<file path="config.mk">
export PLATFORM = sky130hd
export DESIGN_NAME = sbw_block_write_slave
export DESIGN_NICKNAME = d
export VERILOG_FILES = /design/src/common/sbw_pkg.sv /design/src/rtl/sbw_bus_watch.sv /design/src/rtl/sbw_block_write_slave.sv
export SDC_FILE = /design/constraint.sdc
export NUM_CORES = 1
export LEC_CHECK = 0
export BUFFER_PORTS_ARGS = -buffer_cell sky130_fd_sc_hd__buf_4
export CAP_MARGIN = 10
export CORE_UTILIZATION = 35
export DETAILED_ROUTE_END_ITERATION = 8
export PLACE_DENSITY_LB_ADDON = 0.2
export SLEW_MARGIN = 20
export SYNTH_ARGS = -nofsm -noshare
export SYNTH_HDL_FRONTEND = slang
export SYNTH_HIERARCHICAL = 1
export SYNTH_SLANG_ARGS = --single-unit
</file>
<file path="constraint.sdc">
create_clock -name clk_in -period 4.45 [get_ports clk_in]
set_clock_uncertainty 0.2 [all_clocks]
set_input_delay 0.445 -clock clk_in [delete_from_list [all_inputs] [get_ports clk_in]]
set_output_delay 0.445 -clock clk_in [all_outputs]
set_load 0.05 [all_outputs]
</file>
<file path="src/common/sbw_pkg.sv">
// Constants used by the block-write slave; the bus watcher uses none of them
package sbw_pkg;

  // ----------------------------------------
  // Packet framing values
  // ----------------------------------------
  localparam logic [7:0] CMD_BLOCK_WRITE = 8'hbe;
  localparam logic [7:0] BYTE_COUNT_WR   = 8'h08;
  localparam logic [2:0] OP_WRITE        = 3'h3;
  localparam logic [2:0] OP_READ         = 3'h4;
  localparam logic [4:0] PORT_MAX        = 5'h02;

  // ----------------------------------------
  // Slave address
  // ----------------------------------------
  localparam logic [3:0] ADDR_FIXED_HI   = 4'hd;
  localparam logic [2:0] STRAP_RST       = 3'h0;

  // ----------------------------------------
  // Byte positions within a packet
  // ----------------------------------------
  localparam logic [3:0] IDX_ADDR        = 4'h0;
  localparam logic [3:0] IDX_CMD         = 4'h1;
  localparam logic [3:0] IDX_CNT         = 4'h2;
  localparam logic [3:0] IDX_CB1         = 4'h3;
  localparam logic [3:0] IDX_CB2         = 4'h4;
  localparam logic [3:0] IDX_CB3         = 4'h5;
  localparam logic [3:0] IDX_CB4         = 4'h6;
  localparam logic [3:0] IDX_DB1         = 4'h7;
  localparam logic [3:0] IDX_DB4         = 4'ha;
  localparam logic [3:0] IDX_PEC         = 4'hb;
  localparam logic [3:0] IDX_OVER        = 4'hc;

  // ----------------------------------------
  // Field positions in command byte 3
  // ----------------------------------------
  localparam int unsigned CB3_PORT_BIT   = 7;
  localparam int unsigned CB3_BE_MSB     = 5;
  localparam int unsigned CB3_BE_LSB     = 2;
  localparam int unsigned CB3_AHI_MSB    = 1;

  // ----------------------------------------
  // Error code and counters
  // ----------------------------------------
  localparam logic [7:0] CRC_POLY        = 8'h07;
  localparam logic [7:0] CRC_INIT        = 8'h00;
  localparam logic [2:0] BIT_LAST        = 3'h7;
  localparam logic [1:0] STRAP_TAKE      = 2'h2;
  localparam logic [1:0] STRAP_DONE      = 2'h3;

endpackage

</file>
<file path="src/rtl/sbw_bus_watch.sv">
// Synchroniser and condition detector for the two bus wires
`timescale 1ns/1ps

module sbw_bus_watch (
  input  wire logic clk_in,
  input  wire logic rst_n_in,
  input  wire logic scl_in,
  input  wire logic sda_in,
  output logic      scl_rise_out,
  output logic      scl_fall_out,
  output logic      sda_out,
  output logic      start_out,
  output logic      stop_out
);

  // ----------------------------------------
  // Two-stage synchronisers plus history
  // ----------------------------------------
  logic scl_s1_ff;
  logic scl_s2_ff;
  logic scl_s3_ff;
  logic sda_s1_ff;
  logic sda_s2_ff;
  logic sda_s3_ff;

  // First stage feeds only the second stage
  always_ff @(posedge clk_in or negedge rst_n_in) begin
    if (!rst_n_in) begin
      scl_s1_ff <= 1'b1;
      scl_s2_ff <= 1'b1;
      scl_s3_ff <= 1'b1;
      sda_s1_ff <= 1'b1;
      sda_s2_ff <= 1'b1;
      sda_s3_ff <= 1'b1;
    end else begin
      scl_s1_ff <= scl_in;
      scl_s2_ff <= scl_s1_ff;
      scl_s3_ff <= scl_s2_ff;
      sda_s1_ff <= sda_in;
      sda_s2_ff <= sda_s1_ff;
      sda_s3_ff <= sda_s2_ff;
    end
  end

  // ----------------------------------------
  // Edges and bus conditions
  // ----------------------------------------
  // Data moving while the clock stays high marks start or stop
  assign scl_rise_out = scl_s2_ff & ~scl_s3_ff;
  assign scl_fall_out = ~scl_s2_ff & scl_s3_ff;
  assign sda_out      = sda_s2_ff;
  assign start_out    = scl_s2_ff & scl_s3_ff & ~sda_s2_ff & sda_s3_ff;
  assign stop_out     = scl_s2_ff & scl_s3_ff & sda_s2_ff & ~sda_s3_ff;

endmodule

</file>
<file path="src/rtl/sbw_block_write_slave.sv">
// Bus slave that decodes block-write packets into configuration writes
`timescale 1ns/1ps

// What this block does
// - Packet: address, code, count, four command, four data, optional error code, stop.
// - Only command code BEh is accepted as a register write.
// - Byte count must be 08h; the error code byte is not counted.
// - After an invalid byte, NACK it and every later byte of the packet.
// - A byte count other than 8 is NACKed with all following bytes.
// - Byte after fourth data byte is the error code, checked when enabled.
// - Error code mismatch drops the write and NACKs the error code byte.
// - The check-off control bit disables error code verification.
// - First command byte bits 2:0 select operation; 011b is write, 100b read (this block accepts only 011b and NACKs 100b).
// - Port select is second byte bits 3:0 above third byte bit 7.
// - Third byte bits 5:2 are byte enables, bit 2 for bits 7:0.
// - Dword address: 11:10 from third byte, 9:2 from fourth, 1:0 zero.
// - Data bytes arrive most significant first, first byte to bits 31:24.
// - Default address is 1101000b with write bit cleared.
// - Acknowledge drives data low; NACK leaves the line high.
// - Address bits 2:0 come from straps, bits 6:3 fixed at 1101.
// - Software may replace the whole seven-bit slave address.
module sbw_block_write_slave (
  input  wire logic        clk_in,
  input  wire logic        rst_n_in,
  input  wire logic        smb_clk_in,
  output logic             smb_clk_out,
  output logic             smb_clk_oe_out,
  input  wire logic        smb_data_in,
  output logic             smb_data_out,
  output logic             smb_data_oe_out,
  input  wire logic [2:0]  strap_addr_in,
  input  wire logic        error_code_check_off_in,
  input  wire logic        sw_addr_valid_in,
  input  wire logic [6:0]  sw_addr_in,
  output logic             cfg_wr_out,
  output logic [4:0]       cfg_port_out,
  output logic [11:0]      cfg_addr_out,
  output logic [3:0]       cfg_be_out,
  output logic [31:0]      cfg_data_out
);

  typedef enum logic [2:0] {
    SBW_IDLE,
    SBW_BITS,
    SBW_ACK_WAIT,
    SBW_ACK,
    SBW_SKIP
  } sbw_state_e;

  // ----------------------------------------
  // Error code step, polynomial x8+x2+x+1
  // ----------------------------------------
  function automatic logic [7:0] sbw_crc8(input logic [7:0] crc, input logic [7:0] data);
    logic [7:0] c;
    c = crc ^ data;
    for (int i = 0; i < 8; i++) begin
      c = c[7] ? ({c[6:0], 1'b0} ^ sbw_pkg::CRC_POLY) : {c[6:0], 1'b0};
    end
    return c;
  endfunction

  // ----------------------------------------
  // Declarations
  // ----------------------------------------
  logic        scl_rise;
  logic        scl_fall;
  logic        sda_s;
  logic        start_p;
  logic        stop_p;
  sbw_state_e  state_ff;
  sbw_state_e  nxt_state;
  logic [2:0]  bit_cnt_ff;
  logic [6:0]  shift_ff;
  logic [3:0]  idx_ff;
  logic        bad_ff;
  logic        ack_ok_ff;
  logic        oe_ff;
  logic [7:0]  crc_ff;
  logic [3:0]  port_hi_ff;
  logic        port_lo_ff;
  logic [3:0]  be_ff;
  logic [9:0]  addr_ff;
  logic [31:0] data_ff;
  logic [2:0]  strap_s1_ff;
  logic [2:0]  strap_s2_ff;
  logic [2:0]  strap_ff;
  logic [1:0]  strap_cnt_ff;
  logic        wr_ff;
  logic [4:0]  port_out_ff;
  logic [11:0] addr_out_ff;
  logic [3:0]  be_out_ff;
  logic [31:0] data_out_ff;

  // ----------------------------------------
  // Wire watcher
  // ----------------------------------------
  sbw_bus_watch u_watch (
    .clk_in       (clk_in),
    .rst_n_in     (rst_n_in),
    .scl_in       (smb_clk_in),
    .sda_in       (smb_data_in),
    .scl_rise_out (scl_rise),
    .scl_fall_out (scl_fall),
    .sda_out      (sda_s),
    .start_out    (start_p),
    .stop_out     (stop_p)
  );

  // ----------------------------------------
  // Strap capture after reset release
  // ----------------------------------------
  // Straps are pins, so synchronise before the one-time capture
  always_ff @(posedge clk_in or negedge rst_n_in) begin
    if (!rst_n_in) begin
      strap_s1_ff  <= sbw_pkg::STRAP_RST;
      strap_s2_ff  <= sbw_pkg::STRAP_RST;
      strap_ff     <= sbw_pkg::STRAP_RST;
      strap_cnt_ff <= 2'h0;
    end else begin
      strap_s1_ff <= strap_addr_in;
      strap_s2_ff <= strap_s1_ff;
      if (strap_cnt_ff == sbw_pkg::STRAP_TAKE) begin
        strap_ff <= strap_s2_ff;
      end
      if (strap_cnt_ff != sbw_pkg::STRAP_DONE) begin
        strap_cnt_ff <= strap_cnt_ff + 2'h1;
      end
    end
  end

  // ----------------------------------------
  // Byte decode
  // ----------------------------------------
  // Checks applied to the byte completing on this clock rise
  wire [7:0] rx_byte   = {shift_ff, sda_s};
  wire       byte_done = (state_ff == SBW_BITS) && scl_rise && (bit_cnt_ff == sbw_pkg::BIT_LAST);
  wire [6:0] own_addr  = sw_addr_valid_in ? sw_addr_in : {sbw_pkg::ADDR_FIXED_HI, strap_ff};
  wire       ok_addr   = (rx_byte[7:1] == own_addr) && !rx_byte[0];
  wire       ok_cmd    = rx_byte == sbw_pkg::CMD_BLOCK_WRITE;
  wire       ok_cnt    = rx_byte == sbw_pkg::BYTE_COUNT_WR;
  wire       ok_op     = rx_byte[2:0] == sbw_pkg::OP_WRITE;
  wire [4:0] port_sel  = {port_hi_ff, rx_byte[sbw_pkg::CB3_PORT_BIT]};
  wire       ok_port   = port_sel <= sbw_pkg::PORT_MAX;
  wire       ok_pec    = error_code_check_off_in || (rx_byte == crc_ff);
  wire       in_pkt    = (state_ff != SBW_IDLE) && (state_ff != SBW_SKIP);
  wire       byte_ok   = (idx_ff == sbw_pkg::IDX_CMD) ? ok_cmd :
                         (idx_ff == sbw_pkg::IDX_CNT) ? ok_cnt :
                         (idx_ff == sbw_pkg::IDX_CB1) ? ok_op :
                         (idx_ff == sbw_pkg::IDX_CB3) ? ok_port :
                         (idx_ff == sbw_pkg::IDX_PEC) ? ok_pec :
                         (idx_ff != sbw_pkg::IDX_OVER);
  wire       commit    = stop_p && in_pkt && !bad_ff && (idx_ff >= sbw_pkg::IDX_PEC);

  // ----------------------------------------
  // Packet sequencer
  // ----------------------------------------
  // Start and stop override every state
  always_comb begin
    nxt_state = state_ff;
    unique case (state_ff)
      SBW_IDLE: begin
        nxt_state = SBW_IDLE;
      end
      SBW_BITS: begin
        if (byte_done) begin
          nxt_state = (idx_ff == sbw_pkg::IDX_ADDR && !ok_addr) ? SBW_SKIP : SBW_ACK_WAIT;
        end
      end
      SBW_ACK_WAIT: begin
        if (scl_fall) begin
          nxt_state = SBW_ACK;
        end
      end
      SBW_ACK: begin
        if (scl_fall) begin
          nxt_state = SBW_BITS;
        end
      end
      SBW_SKIP: begin
        nxt_state = SBW_SKIP;
      end
    endcase
    if (start_p) begin
      nxt_state = SBW_BITS;
    end else if (stop_p) begin
      nxt_state = SBW_IDLE;
    end
  end

  // State and bit counter
  always_ff @(posedge clk_in or negedge rst_n_in) begin
    if (!rst_n_in) begin
      state_ff   <= SBW_IDLE;
      bit_cnt_ff <= 3'h0;
      shift_ff   <= 7'h00;
    end else begin
      state_ff <= nxt_state;
      if (start_p || (state_ff == SBW_ACK && scl_fall)) begin
        bit_cnt_ff <= 3'h0;
      end else if (state_ff == SBW_BITS && scl_rise) begin
        bit_cnt_ff <= bit_cnt_ff + 3'h1;
        shift_ff   <= rx_byte[6:0];
      end
    end
  end

  // Byte index, sticky error and running error code
  always_ff @(posedge clk_in or negedge rst_n_in) begin
    if (!rst_n_in) begin
      idx_ff    <= 4'h0;
      bad_ff    <= 1'b0;
      ack_ok_ff <= 1'b0;
      crc_ff    <= sbw_pkg::CRC_INIT;
    end else if (start_p) begin
      idx_ff <= 4'h0;
      bad_ff <= 1'b0;
      crc_ff <= sbw_pkg::CRC_INIT;
    end else if (byte_done) begin
      ack_ok_ff <= byte_ok && !bad_ff;
      bad_ff    <= bad_ff || !byte_ok;
      crc_ff    <= sbw_crc8(crc_ff, rx_byte);
      if (idx_ff != sbw_pkg::IDX_OVER) begin
        idx_ff <= idx_ff + 4'h1;
      end
    end
  end

  // Field capture from command and data bytes
  always_ff @(posedge clk_in or negedge rst_n_in) begin
    if (!rst_n_in) begin
      port_hi_ff <= 4'h0;
      port_lo_ff <= 1'b0;
      be_ff      <= 4'h0;
      addr_ff    <= 10'h000;
      data_ff    <= 32'h0000_0000;
    end else if (byte_done) begin
      if (idx_ff == sbw_pkg::IDX_CB2) begin
        port_hi_ff <= rx_byte[3:0];
      end
      if (idx_ff == sbw_pkg::IDX_CB3) begin
        port_lo_ff     <= rx_byte[sbw_pkg::CB3_PORT_BIT];
        be_ff          <= rx_byte[sbw_pkg::CB3_BE_MSB:sbw_pkg::CB3_BE_LSB];
        addr_ff[9:8]   <= rx_byte[sbw_pkg::CB3_AHI_MSB:0];
      end
      if (idx_ff == sbw_pkg::IDX_CB4) begin
        addr_ff[7:0] <= rx_byte;
      end
      if (idx_ff >= sbw_pkg::IDX_DB1 && idx_ff <= sbw_pkg::IDX_DB4) begin
        data_ff <= {data_ff[23:0], rx_byte};
      end
    end
  end

  // ----------------------------------------
  // Acknowledge driver
  // ----------------------------------------
  // Pull low through the ack clock only for accepted bytes
  always_ff @(posedge clk_in or negedge rst_n_in) begin
    if (!rst_n_in) begin
      oe_ff <= 1'b0;
    end else if (start_p || stop_p) begin
      oe_ff <= 1'b0;
    end else if (state_ff == SBW_ACK_WAIT && scl_fall) begin
      oe_ff <= ack_ok_ff;
    end else if (state_ff == SBW_ACK && scl_fall) begin
      oe_ff <= 1'b0;
    end
  end

  assign smb_data_out    = 1'b0;
  assign smb_data_oe_out = oe_ff;
  assign smb_clk_out     = 1'b0;
  assign smb_clk_oe_out  = 1'b0;

  // ----------------------------------------
  // Configuration write port
  // ----------------------------------------
  // One-cycle strobe at the stop of a clean packet
  always_ff @(posedge clk_in or negedge rst_n_in) begin
    if (!rst_n_in) begin
      wr_ff       <= 1'b0;
      port_out_ff <= 5'h00;
      addr_out_ff <= 12'h000;
      be_out_ff   <= 4'h0;
      data_out_ff <= 32'h0000_0000;
    end else begin
      wr_ff <= commit;
      if (commit) begin
        port_out_ff <= {port_hi_ff, port_lo_ff};
        addr_out_ff <= {addr_ff, 2'b00};
        be_out_ff   <= be_ff;
        data_out_ff <= data_ff;
      end
    end
  end

  assign cfg_wr_out   = wr_ff;
  assign cfg_port_out = port_out_ff;
  assign cfg_addr_out = addr_out_ff;
  assign cfg_be_out   = be_out_ff;
  assign cfg_data_out = data_out_ff;

  // ----------------------------------------
  // Checks
  // ----------------------------------------
  chk_ack_on_fall: assert property (@(posedge clk_in) disable iff (!rst_n_in)
    $rose(smb_data_oe_out) |-> $past(state_ff) == SBW_ACK_WAIT && $past(scl_fall) && $past(ack_ok_ff))
    else $error("ack drive not tied to an accepted byte");

  chk_bad_sticky: assert property (@(posedge clk_in) disable iff (!rst_n_in)
    (bad_ff && !start_p) |=> bad_ff)
    else $error("error flag dropped inside a packet");

  chk_nack_after_bad: assert property (@(posedge clk_in) disable iff (!rst_n_in)
    (state_ff == SBW_ACK && bad_ff) |-> !smb_data_oe_out)
    else $error("byte acknowledged after an invalid byte");

  chk_count_nack: assert property (@(posedge clk_in) disable iff (!rst_n_in)
    (byte_done && idx_ff == sbw_pkg::IDX_CNT && rx_byte != 8'h08) |=> bad_ff && !ack_ok_ff)
    else $error("wrong byte count accepted");

  chk_cmd_nack: assert property (@(posedge clk_in) disable iff (!rst_n_in)
    (byte_done && idx_ff == sbw_pkg::IDX_CMD && rx_byte != 8'hbe) |=> bad_ff)
    else $error("wrong command code accepted");

  chk_pec_drop: assert property (@(posedge clk_in) disable iff (!rst_n_in)
    (byte_done && idx_ff == sbw_pkg::IDX_PEC && !error_code_check_off_in && rx_byte != crc_ff)
      |=> !ack_ok_ff ##0 (!cfg_wr_out)[*2])
    else $error("bad error code not dropped");

  chk_pec_off: assert property (@(posedge clk_in) disable iff (!rst_n_in)
    (byte_done && idx_ff == sbw_pkg::IDX_PEC && error_code_check_off_in && !bad_ff) |=> ack_ok_ff)
    else $error("error code checked while disabled");

  chk_commit_stop: assert property (@(posedge clk_in) disable iff (!rst_n_in)
    cfg_wr_out |-> $past(stop_p) && !$past(bad_ff) && $past(idx_ff) >= sbw_pkg::IDX_PEC)
    else $error("write committed without a clean stop");

  chk_port_addr: assert property (@(posedge clk_in) disable iff (!rst_n_in)
    cfg_wr_out |-> cfg_port_out <= 5'h02 && cfg_addr_out[1:0] == 2'b00)
    else $error("committed port or address out of range");

endmodule

</file>
Word level (Yosys, flattened, before mapping)
Cells that the tools add are included.
{"block": "word_totals", "word_cells": 150, "ff_bits": 148, "inputBits": 16}
{"block": "classes", "n_mux": 33, "n_eq_ne": 24, "n_bitwise": 22, "n_addsub": 3, "n_lt_le_gt_ge": 4, "n_reduce_logical": 35}
{"op": "$mux W3", "count": 16}
{"op": "$not A3 Y3", "count": 8}
{"op": "$mux W8", "count": 2}
{"op": "$ne A4 B4 Y1 const B", "count": 4}
{"op": "$pmux W3 S5", "count": 1}
{"op": "$reduce_and A2 Y1", "count": 7}
{"op": "$eq A4 B3 Y1 const B", "count": 3}
{"op": "$logic_and A1 B1 Y1", "count": 12}
{"op": "$mux W4", "count": 3}
{"op": "$mux W1", "count": 10}
{"op": "$eq A3 B2 Y1 const B", "count": 3}
{"op": "$eq A4 B2 Y1 const B", "count": 2}
{"op": "$eq A8 B4 Y1 const B", "count": 1}
{"op": "$eq A8 B8 Y1", "count": 1}
{"op": "$eq A8 B8 Y1 const B", "count": 1}
{"op": "$xor A8 B8 Y8", "count": 1}
{"op": "$and A1 B1 Y1", "count": 7}
{"op": "$eq A7 B7 Y1", "count": 1}
{"op": "$mux W7", "count": 1}
{"op": "$eq A3 B3 Y1 const B", "count": 2}
{"op": "$not A1 Y1", "count": 6}
{"op": "$reduce_bool A2 Y1", "count": 3}
{"op": "$reduce_bool A3 Y1", "count": 2}
{"op": "$le A5 B2 Y1 const B", "count": 1}
{"op": "17 further kinds", "count": 23}

Logic depth before layout (Yosys ltp)
{"block": "logic_depth", "word_depth": 19, "ltp_mapped": 8, "depth_no_buf": 7}

Cells and area by module
Netlist, hierarchy kept.
{"module": "sbw_block_write_slave", "area_each_um2": 6133.4, "instances": 1, "seq_area_each_um2": 3553.4, "cells_per_inst": 445}
{"module": "sbw_bus_watch", "area_each_um2": 190.2, "instances": 1, "seq_area_each_um2": 157.7, "cells_per_inst": 10}

Least setup slack after synthesis
OpenSTA, ideal clock, no wires.
{"block": "synth_timing", "kind": "register to register", "start": "register u_watch.sda_s2_ff (netlist: u_watch/sda_out)", "end": "register crc_ff[2]", "setup_ns": 0.066, "n_path_buf": 1, "path_stages_with_launch": 7, "synth_period_minus_slack_ns": 2.166, "slack_ns": 2.284, "t_arrival_ns": 1.900, "path_cell_list": "dfstp_2 buf_6 xnor3_2 xor3_2 xnor2_1 or4_1 nand2_1"}
{"block": "synth_via", "elab_chain_cells": 8, "word_cells_on_any_way": 12, "classes_between": "mux (5); bitwise (6); reduce/logical (1)"}
{"element": "from (decl)", "line": "sbw_bus_watch.sv:23", "source": "logic sda_s2_ff;"}
{"element": "from (signal assigned)", "line": "sbw_bus_watch.sv:40", "source": "sda_s2_ff <= sda_s1_ff;"}
{"element": "$xor A8 B8 Y8", "line": "sbw_block_write_slave.sv:55", "source": "c = crc ^ data;"}
{"element": "$not A3 Y3 (no line)"}
{"element": "$mux W3", "line": "sbw_block_write_slave.sv:57", "source": "c = c[7] ? ({c[6:0], 1'b0} ^ sbw_pkg::CRC_POLY) : {c[6:0], 1'b0};"}
{"element": "$not A3 Y3 (no line)"}
{"element": "$mux W3 (2 in a row)", "line": "sbw_block_write_slave.sv:57"}
{"element": "$mux W8", "line": "sbw_block_write_slave.sv:218", "source": "end else if (byte_done) begin"}
{"element": "$mux W8", "line": "sbw_block_write_slave.sv:214", "source": "end else if (start_p) begin"}
{"element": "to (signal assigned)", "line": "sbw_block_write_slave.sv:213", "source": "crc_ff <= sbw_pkg::CRC_INIT;"}
{"element": "to (signal assigned)", "line": "sbw_block_write_slave.sv:217", "source": "crc_ff <= sbw_pkg::CRC_INIT;"}
{"element": "to (signal assigned)", "line": "sbw_block_write_slave.sv:221", "source": "crc_ff <= sbw_crc8(crc_ff, rx_byte);"}
{"element": "to (decl)", "line": "sbw_block_write_slave.sv:78", "source": "logic [7:0] crc_ff;"}
Several ways; a longest one is shown, not always the timed one. The select of a mux whose other input is x is not followed.
A chain may end at the register's enable or synchronous reset.

Worst setup path in the final report
{"block": "layout_timing", "start": "register u_watch.sda_s2_ff (netlist: u_watch/sda_out)", "end": "register data_out_ff[21] (netlist: cfg_data_out[21])"}
{"block": "layout_via", "elab_chain_cells": 5}
{"element": "$and A1 B1 Y1 (2 in a row)", "line": "sbw_bus_watch.sv:53", "source": "assign stop_out = scl_s2_ff & scl_s3_ff & sda_s2_ff & ~sda_s3_ff;"}
{"element": "net stop_p", "line": "sbw_block_write_slave.sv:69", "source": "logic stop_p;"}
{"element": "$logic_and A1 B1 Y1 (3 in a row)", "line": "sbw_block_write_slave.sv:152", "source": "wire commit = stop_p && in_pkt && !bad_ff && (idx_ff >= sbw_pkg::IDX_PEC);"}
{"element": "to (signal assigned)", "line": "sbw_block_write_slave.sv:292", "source": "data_out_ff <= data_ff;"}
{"element": "to (decl)", "line": "sbw_block_write_slave.sv:92", "source": "logic [31:0] data_out_ff;"}
The timed path passes the listed nets, and every way through them passes these cells.

==> metrics.md <==
| Metric | Value |
|---|---|
| ANT nets after route | `0` |
| Sw frac | `26.7%` |
| Initial Util | `~36%` |
| Syn avg cell area | `13.9 um2` |
| Number of global-route vias before repair | `4056` |
| CTS max path bufs | `2` |
| Area Overhead vs Synth | `21.9%` |
| Power Total | `0.00347 W` |
| Outcome | `finished clean` |
| GRT Max-Usage Layer | `met2` |
| Vias per inst | `5.01` |
| Fin. Hold Viols | `0` |
| Area of the multi-input gates | `approximately 2500 um2` |
| Int Pwr | `0.00254 W` |
| Total GRT Usage | `15.1%` |
| GR Util met2 | `23.1%` |
| Maxcap violations | `0` |
| Post-Syn Area | `6320 um2` |
| Clk pwr share | `a little over two fifths` |
| Root buf cell | `clkbuf_16` |
| Unrepaired setup endpoints after global routing | `no` |
| Avg WL per Cell | `between 15 and 20 um` |
| TNS Setup | `0 ns` |
| Crit end category | `register` |
| CTS Buf Count | `17` |
| Leak pwr | `between 3 and 4 nW` |
| Cells after Synth | `around 460` |
| Reg clk slew, reported paths | `0.06 ns` |
| Nets | `555` |
| HP Class | `reg -> reg` |
| Critical Path Start | `u_watch/sda_out` |
| Port buffer count | `around 70` |
| Worst EP arrival | `approximately 2.7 ns` |
| Worst VDD drop | `0.290 mV` |
| Total gr overflow | `0` |
| Fmax | `approximately 390 MHz` |
| Total Wirelength | `roughly 13000 um` |
| Die area | `18600 um2` |
| Largest cells by area after synthesis | `dfrtp_1 (56%), mux2_2 (20%), dfstp_2 (2.5%), xnor2_1 (2.2%), ha_1 (2.2%)` |
| Global routing usage on met1 | `19.9%` |
| Share of layout cells above drive strength 1 | `43.4%` |
| Die X | `roughly 140 um` |
| Top_reg_cell synth | `dfrtp_1` |
| Reg-to-Reg Start | `u_watch/sda_out` |
| Initial antenna violation count | `0` |
| Relative max-transition margin | `45.7%` |
| Sequential share of the synthesized area | `~59%` |
| Io pins | `74` |
| CP startpoint kind | `register` |
| DR iter-0 viols | `186` |
| First-pass GRT wire length | `21100 um` |
| Ys async rst share | `100%` |
| Detailed-route via count | `3838` |
| FF/Latch Area | `3710 um2` |
| Period minus WS final | `about 2.6 ns` |
| R2R depth | `5` |
| Buf/Inv on CP | `1` |
| TritonCTS sink count | `148` |
| Die Height | `roughly 140 um` |
| Critical path cell sequence | `and4b_1 > nand2_1 > nor3_4 > buf_4 > mux2_2` |
| CTS tree | `yes` |
| CP peak stage delay | `0.67 ns` |
| Yosys warning count | `6` |
| DR DRC count | `0` |
| Worst Setup Path Type | `reg -> reg` |
| GR Util met3 | `roughly 4.4%` |
| Util after Layout | `around 44%` |
| Largest net degree at the start of global routing | `90` |
| Yosys top cell area share | `56.2%` |
| Register share of total power | `44.2%` |
| Total iterations of the first detailed-routing run | `5` |
| P_sw | `just over 0.0009 W` |
| Largest delay share family, worst path | `flip-flops` |
| Min-Delay Endpoint | `strap_s2_ff[1]` |
| N_diodes | `0` |
| Comb power frac | `12.3%` |
| RR Endpoint | `cfg_data_out[21]` |
| Worst Min Path Start | `strap_s1_ff[1]` |
| Global placer's final weighted congestion | `0.801` |
| Pwr Density | `450 nW/um2` |
| Hold slack | `0.148 ns` |
| Synth area leader | `dfrtp_1` |
| Final Max Slew Viols | `0` |
| CP max stage cell | `dfstp_2` |
| Hold Crit Depth | `0` |
| Maximum fanout along the worst path | `52` |
| Yosys reg bits | `148` |
| EDFF count, synth | `0` |
| Crit share post-route | `between 50% and 60%` |
| Reg-to-reg setup timing slack | `1.87 ns` |
| FILL cells | `1598` |
| Post-cts resize count | `0` |
| Row count | `between 40 and 50` |
| Core area | `17500 um2` |
| Unique masters post-synth | `53` |
| Post-DP HPWL | `between 8000 and 9000 um` |
| Max H-tree Level | `4` |
| Data required time of the worst path | `4.55 ns` |
| Clk_lat worst skew | `0.42 ns` |
| Final setup vio count | `0` |
| Tightest Pin Transition | `slightly above 0.8 ns` |
-- synthesized netlist by cell type (all sizes together), types with 3 or more instances --
cell type / number
inv: 4
nor2b: 13
nor2: 12
dfrtp: 142
dfstp: 6
clkbuf: 10
mux2: 115
ha: 11
xor3: 3
nand2b: 3
a21oi: 8
nand3: 8
mux2i: 3
xor2: 6
buf: 20
nor3: 8
nand2: 22
xnor2: 16
o21ai: 8
-- routing by layer --
layer  share of wire, %  vias up
li1                   -     1748
met1                 47     1963
met4                1.3        0
met2                 47      113
met5                  0        -
met3                5.0       14
-- worst max-delay path by stage --
stage	to	slack (ns)	depth (start not counted)
detailed placement	cfg_data_out[20]	1.81	5
finish	cfg_data_out[21]	1.87	5
CTS	cfg_port_out[2]	1.81	5
global placement	cfg_data_out[16]	1.91	5
global route	be_ff[0]	1.72	5
floorplan	crc_ff[2]	2.28	6
-- flip-flops by register name, summed over array words and instances (netlist names), 5 cells and up --
name / cells
cfg_data_out: 32
data_ff: 32
addr_ff: 10
cfg_addr_out: 10
crc_ff: 8
shift_ff: 7
cfg_port_out: 5
-- placed cells by master, fill, tap and decap left out, drive strengths merged, types with 3 or more instances in the layout --
master / n
a21oi: 8
nor2b: 13
nor3: 8
nor2: 12
mux2i: 3
buf: 74
xnor2: 16
ha: 11
o21ai: 8
xor2: 6
inv: 12
nand2: 22
dfstp: 6
bufinv: 3
xor3: 3
nand3: 8
mux2: 115
conb: 5
dlygate4sd3: 6
nand2b: 3
dfrtp: 142
clkbuf: 18
-- worst register-to-register path: cells and delay by family (launching register included) --
family                 cells  cell delay (ns)
and+or+nand+nor            3             0.58
buffers and inverters      1             0.59
DFF                        1             0.67
muxes                      1             0.43
-- timing repair --
action	CTS	global route
setup buffers	0	0
endpoints found under the hold margin	86	0
hold buffers	6	0
-- through the flow --
stage	area [um2]	instances	worst slack, ns
3_3_place_gp	7030	728	1.91
3_5_place_dp	7030	728	1.81
6_report	7710	766	1.87
5_1_grt	7710	766	1.72
2_1_floorplan	6340	459	2.28
4_1_cts	7710	766	1.81
-- kinds of logic (layout without fill, tap and decap cells) --
kind of cell	Yosys count	count (layout)	share of synthesized area [%]
DFF	148	148	58.7
muxes	118	118	21.0
and+or+nand+nor	84	84	7.34
buffers and inverters	34	116	2.75
AOI/OAI and AO/OA	33	33	3.46
xor gates and xnor gates	26	26	4.57
adders and majority gates	11	11	2.18
other	1	5	0.0593
-- cell type report --
| cell class | instances | share of cell area (%) |
|---|---|---|
| Sequential cell | 148 | 48.1 |
| Multi-Input combinational cell | 277 | 31.9 |
| Timing Repair Buffer | 80 | 8.03 |
| Clock buffer | 18 | 5.70 |
| Tap cell | 225 | 3.65 |
| Clock inverter | 14 | 2.40 |
| Inverter | 4 | 0.195 |
-- power by group through the flow --
stage | clock [W] | sequential, W | combinational, W
2_1_floorplan | 0 | 0.00145 | 0.000385
6_report | 0.00151 | 0.00153 | 0.000426
3_3_place_gp | 0 | 0.00155 | 0.000413
5_1_grt | 0.00161 | 0.00154 | 0.000478
4_1_cts | 0.00155 | 0.00153 | 0.000429
3_5_place_dp | 0 | 0.00156 | 0.000423
Note: power is estimated with default switching activity, not from simulation.
